`src/rtl/vtar_pkg.sv`:
```
// vtar_pkg: register map, field layout, reset values and timing for the
// vlan table access register bank.
// assumes a 40 MHz core clock and word-indexed register offsets.
package vtar_pkg;

  // ----------------------------------------------------------------------
  // register indices (byte address is four times the index)
  // ----------------------------------------------------------------------
  localparam logic [15:0] IDX_AGING_CFG  = 16'h1809;
  localparam logic [15:0] IDX_VLAN_CMD   = 16'h180b;
  localparam logic [15:0] IDX_CMD_STATUS = 16'h180d;
  localparam logic [15:0] IDX_WR_DATA    = 16'h180c;
  localparam logic [15:0] IDX_RD_DATA    = 16'h180e;
  localparam int          ADDR_W         = 18;

  // ----------------------------------------------------------------------
  // field positions
  // ----------------------------------------------------------------------
  localparam int AGE_TEST_BIT   = 0;
  localparam int CMD_RNW_BIT    = 5;
  localparam int CMD_TSEL_BIT   = 4;
  localparam int CMD_IDX_MSB    = 3;
  localparam int PEND_BIT       = 0;
  localparam int DATA_W         = 18;
  localparam int VID_MSB        = 11;
  localparam int PRI_LSB        = 12;
  localparam int PRI_MSB        = 14;
  localparam int PORT_BITS_LSB  = 12;

  // ----------------------------------------------------------------------
  // reset values
  // ----------------------------------------------------------------------
  localparam logic [5:0]        CMD_RST   = 6'h00;
  localparam logic [DATA_W-1:0] WDATA_RST = 18'h00000;
  localparam logic [11:0]       NULL_VID  = 12'h000;

  // ----------------------------------------------------------------------
  // timing
  // ----------------------------------------------------------------------
  localparam longint CLK_HZ        = 40000000;
  localparam longint AGE_NORMAL_S  = 300;
  localparam longint AGE_TEST_MS   = 50;
  localparam longint AGE_NORMAL_CY = AGE_NORMAL_S * CLK_HZ;
  localparam longint AGE_TEST_CY   = AGE_TEST_MS * CLK_HZ / 1000;
  localparam int     ACCESS_CY     = 2;

endpackage : vtar_pkg

```
`src/rtl/vtar_regs.sv`:
```
// vtar_regs: vlan and port default vid table access register bank with
// aging-test control, a classic wishbone slave and frame-side lookups.
// assumes one 40 MHz clock, synchronous reset, and a frame classifier that
// presents one received frame's port and vid per cycle.
`timescale 1ns/10ps
module vtar_regs #(
  parameter int     NUM_VLANS = 16,
  parameter int     NUM_PORTS = 3,
  parameter longint AGE_NORMAL_CY = vtar_pkg::AGE_NORMAL_CY,
  parameter longint AGE_TEST_CY   = vtar_pkg::AGE_TEST_CY
) (
  // clock and reset
  input  wire logic        clk_i,
  input  wire logic        rst_i,
  // wishbone slave
  input  wire logic        cyc_i,
  input  wire logic        stb_i,
  input  wire logic        we_i,
  input  wire logic [17:0] adr_i,
  input  wire logic [3:0]  sel_i,
  input  wire logic [31:0] dat_i,
  output logic [31:0]      dat_o,
  output logic             ack_o,
  // frame classifier side
  input  wire logic        frm_valid_i,
  input  wire logic [1:0]  frm_port_i,
  input  wire logic        frm_tagged_i,
  input  wire logic [11:0] frm_vid_i,
  input  wire logic [2:0]  frm_pri_i,
  input  wire logic [2:0]  admit_nonmember_i,
  input  wire logic [2:0]  egress_hybrid_i,
  // frame decisions
  output logic             frm_admit_o,
  output logic [11:0]      frm_eff_vid_o,
  output logic [2:0]       frm_eff_pri_o,
  output logic [2:0]       frm_egress_mask_o,
  output logic [2:0]       frm_strip_mask_o,
  // aging
  output logic             age_tick_o
);

  initial begin
    if (NUM_VLANS < 1 || NUM_VLANS > 16) $error("vlan count must be 1..16");
    if (NUM_PORTS != 3) $error("port count must be 3");
  end

  localparam int DW = vtar_pkg::DATA_W;

  // ----------------------------------------------------------------------
  // registers
  // ----------------------------------------------------------------------
  logic          age_test_ff;
  logic [5:0]    cmd_ff;
  logic [DW-1:0] wdata_ff;
  logic [DW-1:0] rdata_ff;
  logic [DW-1:0] nxt_rdata;
  logic          pend_ff;
  logic [1:0]    acc_cnt_ff;
  logic [14:0]   port_default_vid_ff [3];
  // effective frame tag fields; the vid is read by every entry's lookup
  logic [11:0]   frm_eff_vid;
  logic [2:0]    frm_eff_pri;

  // ----------------------------------------------------------------------
  // bus decode
  // ----------------------------------------------------------------------
  wire        req     = cyc_i & stb_i & ~ack_o;
  wire [15:0] idx     = adr_i[17:2];
  wire        wr_lo   = req & we_i & sel_i[0];
  wire        wr_age  = wr_lo & (idx == vtar_pkg::IDX_AGING_CFG);
  // only byte lane 0 launches a command, so bit 5 and the index arrive together
  wire        wr_cmd  = wr_lo & (idx == vtar_pkg::IDX_VLAN_CMD);
  wire        wr_wdat = req & we_i & (idx == vtar_pkg::IDX_WR_DATA);
  wire        cmd_rnw = cmd_ff[vtar_pkg::CMD_RNW_BIT];
  wire        cmd_pv  = cmd_ff[vtar_pkg::CMD_TSEL_BIT];
  wire [3:0]  cmd_idx = cmd_ff[vtar_pkg::CMD_IDX_MSB:0];
  wire        acc_end = pend_ff & (acc_cnt_ff == 2'(vtar_pkg::ACCESS_CY - 1));
  wire        do_wr   = acc_end & ~cmd_rnw;
  wire        do_rd   = acc_end & cmd_rnw;

  // ----------------------------------------------------------------------
  // vlan entries
  // ----------------------------------------------------------------------
  logic [DW-1:0] ent   [NUM_VLANS];
  logic          hit   [NUM_VLANS];
  logic          memb  [NUM_VLANS];
  logic          untag [NUM_VLANS];
  logic [2:0]    mset  [NUM_VLANS];

  for (genvar g = 0; g < NUM_VLANS; g++) begin : g_ent
    vtar_vlan_entry #(.W(DW)) u_ent (
      .clk_i     (clk_i),
      .rst_i     (rst_i),
      .we_i      (do_wr & ~cmd_pv & (cmd_idx == 4'(g))),
      .wdata_i   (wdata_ff),
      .vid_i     (frm_eff_vid),
      .port_i    (frm_port_i),
      .entry_o   (ent[g]),
      .hit_o     (hit[g]),
      .member_o  (memb[g]),
      .untag_o   (untag[g]),
      .members_o (mset[g])
    );
  end

  // ----------------------------------------------------------------------
  // frame lookup
  // ----------------------------------------------------------------------
  logic        any_hit;
  logic        hit_memb;
  logic        hit_untag;
  logic [2:0]  hit_mset;
  logic [14:0] port_def;

  assign port_def = (frm_port_i < 2'd3) ? port_default_vid_ff[frm_port_i] : 15'h0000;

  always_comb begin
    // untagged or null-vid frames take the port defaults
    if (!frm_tagged_i || frm_vid_i == vtar_pkg::NULL_VID) begin
      frm_eff_vid = port_def[vtar_pkg::VID_MSB:0];
      frm_eff_pri = port_def[vtar_pkg::PRI_MSB:vtar_pkg::PRI_LSB];
    end else begin
      frm_eff_vid = frm_vid_i;
      frm_eff_pri = frm_pri_i;
    end
  end

  // lowest-numbered matching entry wins if software programs duplicates
  always_comb begin
    any_hit   = 1'b0;
    hit_memb  = 1'b0;
    hit_untag = 1'b0;
    hit_mset  = 3'h0;
    for (int i = NUM_VLANS - 1; i >= 0; i--) begin
      if (hit[i]) begin
        any_hit   = 1'b1;
        hit_memb  = memb[i];
        hit_untag = untag[i];
        hit_mset  = mset[i];
      end
    end
  end

  // non-member ingress drops unless admit-nonmember is set for the port
  wire adm_nm    = (frm_port_i < 2'd3) ? admit_nonmember_i[frm_port_i] : 1'b0;
  wire nxt_admit = frm_valid_i & (~any_hit | hit_memb | adm_nm);
  wire [2:0] nxt_egress = any_hit ? hit_mset : 3'h7;
  wire [2:0] nxt_strip  = (any_hit & hit_untag) ? (egress_hybrid_i & hit_mset)
                                                : 3'h0;

  always_ff @(posedge clk_i) begin
    if (rst_i) begin
      frm_admit_o       <= 1'b0;
      frm_eff_vid_o     <= 12'h000;
      frm_eff_pri_o     <= 3'h0;
      frm_egress_mask_o <= 3'h0;
      frm_strip_mask_o  <= 3'h0;
    end else begin
      frm_admit_o       <= nxt_admit;
      frm_eff_vid_o     <= frm_eff_vid;
      frm_eff_pri_o     <= frm_eff_pri;
      frm_egress_mask_o <= frm_valid_i ? nxt_egress : 3'h0;
      frm_strip_mask_o  <= frm_valid_i ? nxt_strip : 3'h0;
    end
  end

  // ----------------------------------------------------------------------
  // command sequencer
  // ----------------------------------------------------------------------
  always_ff @(posedge clk_i) begin
    if (rst_i) begin
      cmd_ff     <= vtar_pkg::CMD_RST;
      pend_ff    <= 1'b0;
      acc_cnt_ff <= 2'h0;
    end else if (wr_cmd) begin
      // a new command restarts any access in flight
      cmd_ff     <= dat_i[5:0];
      pend_ff    <= 1'b1;
      acc_cnt_ff <= 2'h0;
    end else if (acc_end) begin
      pend_ff    <= 1'b0;
      acc_cnt_ff <= 2'h0;
    end else if (pend_ff) begin
      acc_cnt_ff <= acc_cnt_ff + 2'h1;
    end
  end

  always_ff @(posedge clk_i) begin
    if (rst_i) begin
      wdata_ff    <= vtar_pkg::WDATA_RST;
      age_test_ff <= 1'b0;
    end else begin
      // lane 2 carries only the two top entry bits
      if (wr_wdat && sel_i[0]) wdata_ff[7:0]   <= dat_i[7:0];
      if (wr_wdat && sel_i[1]) wdata_ff[15:8]  <= dat_i[15:8];
      if (wr_wdat && sel_i[2]) wdata_ff[17:16] <= dat_i[17:16];
      if (wr_age) age_test_ff <= dat_i[vtar_pkg::AGE_TEST_BIT];
    end
  end

  // port default table: reserved bits are not stored
  always_ff @(posedge clk_i) begin
    if (rst_i) begin
      for (int p = 0; p < 3; p++) port_default_vid_ff[p] <= 15'h0000;
    end else if (do_wr && cmd_pv && cmd_idx < 4'd3) begin
      port_default_vid_ff[cmd_idx[1:0]] <= wdata_ff[vtar_pkg::PRI_MSB:0];
    end
  end

  always_comb begin
    nxt_rdata = rdata_ff;
    if (do_rd) begin
      if (cmd_pv) begin
        nxt_rdata = (cmd_idx < 4'd3) ? {3'h0, port_default_vid_ff[cmd_idx[1:0]]} : '0;
      end else begin
        // one extra bit so that a full table of 16 entries compares correctly
        nxt_rdata = ({1'b0, cmd_idx} < 5'(NUM_VLANS)) ? ent[cmd_idx] : '0;
      end
    end
  end

  always_ff @(posedge clk_i) begin
    if (rst_i) rdata_ff <= '0;
    else       rdata_ff <= nxt_rdata;
  end

  // ----------------------------------------------------------------------
  // bus read mux and acknowledge
  // ----------------------------------------------------------------------
  logic [31:0] rd_mux;
  always_comb begin
    unique case (idx)
      vtar_pkg::IDX_AGING_CFG:  rd_mux = {31'h0, age_test_ff};
      vtar_pkg::IDX_VLAN_CMD:   rd_mux = {26'h0, cmd_ff};
      vtar_pkg::IDX_WR_DATA:    rd_mux = {14'h0, wdata_ff};
      vtar_pkg::IDX_CMD_STATUS: rd_mux = {31'h0, pend_ff};
      vtar_pkg::IDX_RD_DATA:    rd_mux = {14'h0, rdata_ff};
      default:                  rd_mux = 32'h0;
    endcase
  end

  always_ff @(posedge clk_i) begin
    if (rst_i) begin
      ack_o <= 1'b0;
      dat_o <= 32'h0;
    end else begin
      ack_o <= req;
      dat_o <= (req & ~we_i) ? rd_mux : 32'h0;
    end
  end

  // ----------------------------------------------------------------------
  // aging timer
  // ----------------------------------------------------------------------
  vtar_age_timer #(
    .NORMAL_CY (AGE_NORMAL_CY),
    .TEST_CY   (AGE_TEST_CY)
  ) u_age (
    .clk_i      (clk_i),
    .rst_i      (rst_i),
    .age_test_i (age_test_ff),
    .tick_o     (age_tick_o)
  );

endmodule : vtar_regs

```
`src/rtl/vtar_age_timer.sv`:
```
// vtar_age_timer: lookup table aging tick generator.
// assumes the caller consumes a one-cycle tick each time the interval ends.
`timescale 1ns/10ps
module vtar_age_timer #(
  parameter longint NORMAL_CY = 64'd12000000000,
  parameter longint TEST_CY   = 64'd2000000
) (
  // clock and reset
  input  wire logic clk_i,
  input  wire logic rst_i,
  // control
  input  wire logic age_test_i,
  // tick
  output logic      tick_o
);

  initial begin
    if (TEST_CY < 1 || NORMAL_CY < TEST_CY) $error("bad aging counts");
  end

  logic [39:0] cnt_ff;
  logic [39:0] limit;
  logic        at_end;

  // a change of mode restarts nothing; the new limit applies at once
  assign limit  = age_test_i ? 40'(TEST_CY - 1) : 40'(NORMAL_CY - 1);
  assign at_end = (cnt_ff >= limit);

  always_ff @(posedge clk_i) begin
    if (rst_i) begin
      cnt_ff <= 40'h0;
      tick_o <= 1'b0;
    end else begin
      cnt_ff <= at_end ? 40'h0 : cnt_ff + 40'h1;
      tick_o <= at_end;
    end
  end

endmodule : vtar_age_timer

```
`src/rtl/vtar_vlan_entry.sv`:
```
// vtar_vlan_entry: one vlan membership entry and its frame-side decode.
// assumes the port index and frame vid come from the classifier each cycle.
`timescale 1ns/10ps
module vtar_vlan_entry #(
  parameter int W = 18
) (
  // clock and reset
  input  wire logic         clk_i,
  input  wire logic         rst_i,
  // write side
  input  wire logic         we_i,
  input  wire logic [W-1:0] wdata_i,
  // lookup side
  input  wire logic [11:0]  vid_i,
  input  wire logic [1:0]   port_i,
  output logic [W-1:0]      entry_o,
  output logic              hit_o,
  output logic              member_o,
  output logic              untag_o,
  output logic [2:0]        members_o
);

  initial begin
    if (W != 18) $error("vlan entry width must be 18");
  end

  logic [W-1:0] ent_ff;
  logic [5:0]   pbits;

  always_ff @(posedge clk_i) begin
    if (rst_i) ent_ff <= '0;
    else if (we_i) ent_ff <= wdata_i;
  end

  // pairs are {member,untag} for port 2, 1, 0 from bit 17 down
  assign pbits     = ent_ff[17:12];
  assign entry_o   = ent_ff;
  // a null identifier disables the entry
  assign hit_o     = (ent_ff[11:0] != 12'h000) && (ent_ff[11:0] == vid_i);
  assign members_o = {pbits[5], pbits[3], pbits[1]};
  assign member_o  = pbits[2*port_i + 1];
  assign untag_o   = pbits[2*port_i];

endmodule : vtar_vlan_entry

```
`config.mk`:
```
export PLATFORM = sky130hd
export DESIGN_NAME = vtar_regs
export DESIGN_NICKNAME = d
export VERILOG_FILES = /design/src/rtl/vtar_pkg.sv /design/src/rtl/vtar_regs.sv /design/src/rtl/vtar_age_timer.sv /design/src/rtl/vtar_vlan_entry.sv
export SDC_FILE = /design/constraint.sdc
export NUM_CORES = 1
export LEC_CHECK = 0
export BUFFER_PORTS_ARGS = -buffer_cell sky130_fd_sc_hd__buf_2
export CORE_ASPECT_RATIO = 0.8
export CORE_MARGIN = 5
export CORE_UTILIZATION = 55
export CTS_CLUSTER_DIAMETER = 30
export DETAILED_ROUTE_END_ITERATION = 12
export PLACE_DENSITY = 0.84
export SYNTH_ARGS = -nofsm -noshare
export SYNTH_HDL_FRONTEND = slang
export SYNTH_HIERARCHICAL = 1
export SYNTH_SLANG_ARGS = --single-unit
```
`constraint.sdc`:
```
create_clock -name clk_i -period 4.4 [get_ports clk_i]
set_clock_uncertainty 0.1 [all_clocks]
set_input_delay 0.66 -clock clk_i [delete_from_list [all_inputs] [get_ports clk_i]]
set_output_delay 0.66 -clock clk_i [all_outputs]
set_load 0.005 [all_outputs]
```
# [Word level (Yosys, flattened, before mapping)]
# Memories as Yosys holds them, arrays and structs flattened. A register that Yosys moved wholly into a read port is not among the register bits.
# Index checks and enable logic that the tools add are counted.
[totals] mem_bits_rw=45 mem_count=1 out_inout_bits=56 regBits=430
[classes] magnitude_cmp=7 n_reduce_logical=48 n_addsub=3 eq_ne=37 bitwise=42 mux=154
[memory_table] name="port_default_vid_ff" words=3 word_bits=15 rd=2 rd_ports_with_merged_regs=1 wr=3 line="vtar_regs.sv:59" text="logic [14:0] port_default_vid_ff [3];"
[ops] op="$eq A12 B12 Y1" count=16
[ops] op="$reduce_bool A12 Y1" count=16
[ops] op="$mux W1" count=90
[ops] op="$pmux W18 S5" count=1
[ops] op="$eq A16 B13 Y1 const B" count=5
[ops] op="$bmux W18 S4" count=1
[ops] op="$mux W18" count=3
[ops] op="$mux W3" count=18
[ops] op="$bmux W1 S3" count=16
[ops] op="$mux W15" count=3
[ops] op="$add A40 B1 Y40 const B" count=1
[ops] op="$ge A40 B40 Y1" count=1
[ops] op="$bmux W1 S2" count=17
[ops] op="$mux W34" count=1
[ops] op="$eq A4 B4 Y1 const B" count=8
[ops] op="$lt A32 B4 Y1 const B" count=1
[ops] op="$and A1 B1 Y1" count=30
[ops] op="$logic_and A1 B1 Y1" count=21
[ops] op="$eq A4 B3 Y1 const B" count=4
[ops] op="$reduce_or A15 Y1" count=1
[ops] op="$logic_not A12 Y1" count=1
[ops] op="$mux W12" count=1
[ops] op="$eq A4 B2 Y1 const B" count=2
[ops] op="$not A1 Y1" count=8
[ops] op="19 further kinds" count=25

# [Depth between registers and ports, before layout]
[logic_depth] depth_word=25 ltp_mapped=17

# [Cells and area by module]
# Netlist, hierarchy kept.
[by_module_without_submodules] module="vtar_vlan_entry" area_per_inst_um2=878.3 cells_each=88 seq_area_each_um2=360.3 n_inst=16
[by_module_without_submodules] module="vtar_regs" area_per_inst_um2=9577.9 cells_each=882 seq_area_each_um2=3583.4 n_inst=1
[by_module_without_submodules] module="vtar_age_timer" area_per_inst_um2=2329.7 cells_each=237 seq_area_each_um2=820.8 n_inst=1

# [Worst setup path before layout]
# OpenSTA, ideal clock, no wires.
[synth_path] kind="input port to flip-flop" from="input frm_vid_i[1]" to="register frm_strip_mask_o[2]" path_stages=13 t_arrival_ns=4.026 required_time_ns=4.185 setup_time_ns=0.115 path_slack_ns=0.159 cell_sequence="nor4_1 a31oi_2 clkbuf_1 mux2_2 xnor2_2 nand4_1 nor4_2 nor2b_1 a221oi_1 o311ai_0 nor3_1 o2111a_1 and3_1"
[synth_lines] item="start: declaration" line="vtar_regs.sv:28" text="input wire logic [11:0] frm_vid_i,"
[synth_lines] item="end signal: assignment" line="vtar_regs.sv:163" text="frm_strip_mask_o <= frm_valid_i ? nxt_strip : 3'h0;"
[synth_lines] item="end: declaration" line="vtar_regs.sv:37" text="output logic [2:0] frm_strip_mask_o,"

==> impl_results.md <==
- Placed Cells: 3184
- CTS root buf: clkbuf_16
- Max Cap Viol: 0
- Non-Filler Instances: 3334
- Min-Delay Path Class: in -> reg
- Top routing layer in use: met4
- Layout cells sized above 1: 0.208
- Number of port buffers: 108
- Final antenna diode count: 0
- Logic pwr share: 0.054
- Layout Nets: 2752
- Post-DP Area: 0.0270 sq mm
- Crit end category: flip-flop
- Slew @ Worst Pin: 1.46 ns
- Detail Placement HPWL: 53.8 mm
- Critical path peak fanout: 12
- Routed length on met1: 32.2 mm
- Core area: 0.0468 sq mm
- Total number of vias: 21200
- Cts bufs inserted: 81
- Synth area leader: dfxtp_1
- Post-CTS Hold Fix Bufs: 0
- Reg2reg setup slack: 0.42 ns
- Critical Path AT: 4.57 ns
- Commonest cells post-synth: dfxtp_1, nor2_1, mux2i_1
- Tot GR Track Use: 0.309
- Final hold violations: 0
- Pleak: 10.2 nW
- Routed wire length: 81.7 mm
- Clk pwr share: 0.572
- Grt ovf: 0
- Worst Setup Start Kind: primary input
- DR WL met3: 10.7 mm
- Count leader, synth: dfxtp_1
- Largest net degree at the start of global routing: 184
- EDFF count, synth: 60
- DR pass1 iterations: 8
- Worst VDD drop: 0.379 mV
- Synth unique cells: 71
- P&R area growth vs syn: 15.5%
- DR iter-0 viols: 3005
- Die H: 204 um
- Row Count: 71
- Clock Sinks: 478
- Sw Ratio: 0.231
- Initial Util: 0.555
- Reg power frac: 0.374
- Reg clk slew, reported paths: 0.05 ns
- Setup violations, final: 0
- Synthesized flop and latch total: 478
- Number of global-route vias before repair: 21100
- Ranking of synthesized cells by area: dfxtp_1, mux2i_1, mux4_2
- Initial antenna violation count: 0
- Routability cong.: 0.984
- Top_reg_cell synth: dfxtp_1
- Fmax: 0.238 GHz
- Max Buffers Root-to-Sink: 3
- Post-route cell area: 0.0300 sq mm
- DRC Markers: 0
- Status: finished, final reports clean
- RSZ-0062 raised after global routing: no
- First-pass GRT wire length: 125 mm
- # Post-CTS Setup Buffers: 0
- Met2 Wirelength: 35.5 mm
- Min Tclk post-route: 4.20 ns
- P_sw: 0.00276 W
- Yosys warning total: 6
- ANT nets after route: 0
- Seq/Total Area, Yosys: 0.392
- Die width: 253 um
- Final slew viol count: 0
- Boundary Pins: 140
- WL/cell: 24.5 um
- CTS tree: done
- Clk Latency, worst-skew pair: 0.62 ns
- Critical path type: in -> reg
- Mapped Area: 0.0260 sq mm
- Async S/R FF share, synth: 0
- Post-synthesis instance total: 2527
- Die area: 0.0517 sq mm
- Via-to-Cell Ratio: 6.36
- Pwr/cell area: 399 mW/mm^2
- Avg Inst Size Synth: 10.3 sq um
- Relative slew slack: 0.0225
- Top cell type's share of synthesized area: 0.322
- Worst EP required: 4.77 ns
- H-tree depth: 3
- Int Pwr: 0.00919 W
- Post-CTS sizing: 0
- Final period util: 0.954
## layer usage
metal	global-route usage	vias to the layer above
met5	0	-
met4	0.126	0
met3	0.0919	248
met2	0.457	1404
met1	0.426	10300
li1	-	9234
## metrics by stage
stage	power [W]	setup WS [ns]	util	TNS, ns	hold slack, ns
2_1_floorplan	0.00493	0.159	-	0	0.364
3_3_place_gp	0.00516	-0.0766	0.577	-0.177	0.384
3_5_place_dp	0.00517	-0.0947	0.577	-0.228	0.390
4_1_cts	0.0120	0.416	0.640	0	0.153
5_1_grt	0.0122	0.119	0.640	0	0.179
6_report	0.0120	0.203	0.640	0	0.173
## power groups by stage
| stage | clock network, W | logic (W) | registers (W) |
|---|---|---|---|
| 6_report | 0.00684 | 0.000643 | 0.00447 |
| 5_1_grt | 0.00709 | 0.000667 | 0.00447 |
| 4_1_cts | 0.00687 | 0.000625 | 0.00447 |
| 3_5_place_dp | 0 | 0.000614 | 0.00456 |
| 3_3_place_gp | 0 | 0.000603 | 0.00456 |
| 2_1_floorplan | 0 | 0.000370 | 0.00456 |
## final cells by class
class,instances,area (sq um)
clock inverters,52,779
inverters,23,86.3
well taps,620,776
clock buffers,98,2190
fillers,3386,16800
multi-input cells,1854,14500
repair buffers,209,1490
flip-flops and latches,478,10200
## worst max-delay path, stage by stage
cell and delay, ns:
buf_2 0.28, nor2b_1 0.21, buf_4 0.22, buf_4 0.16, nand2_1 0.08, o21ai_0 0.16
mux2_2 0.30, buf_4 0.33, xnor2_1 0.17, nand4_1 0.12, nor4_2 0.45, or3_1 0.27
or3_1 0.21, o211ai_1 0.15, a2111oi_0 0.61, a21oi_1 0.16
## worst paths after layout
path,start,depth (start not counted),end
min reg2reg,rdata_ff[3],2,rdata_ff[3]
max reg2reg,port_default_vid_ff[0][4],12,frm_admit_o
max,frm_port_i[0],16,frm_admit_o
min,egress_hybrid_i[1],3,frm_strip_mask_o[1]
## sequential cells by signal, indices dropped and copies added, names as in the netlist, 6 cells and up, named ones only
name and count:
u_age/cnt_ff 40, rdata_ff 18, frm_eff_vid_o 12, wdata_ff 18
dat_o 18, port_default_vid_ff 60, cmd_ff 6, g_ent.u_ent/entry_o 288
## cell usage in the layout (no fill, tap or decap), types with 33 or more instances in the layout
cell type    n
xnor2_1    191
edfxtp_1    60
nor3_2      35
o21ai_0     60
clkbuf_16   82
conb_1      34
nor2_1     399
nand2_1     98
mux2_2      33
buf_4       88
a21oi_1     36
nand4_1     56
nor4_1      56
and2_1      59
dfxtp_1    415
mux4_2      90
buf_2      106
mux2i_1    385
## cell families after synthesis
logic type / count (synthesis) / share of synthesized area
simple gates: 880 / 0.172
fa+ha+maj: 21 / 0.0101
mux: 508 / 0.241
xor+xnor: 225 / 0.0805
other cells: 2 / 0.000289
compound gates: 186 / 0.0469
buf+inv: 227 / 0.0571
flops: 478 / 0.392
Power figures use the tool's default switching activity.
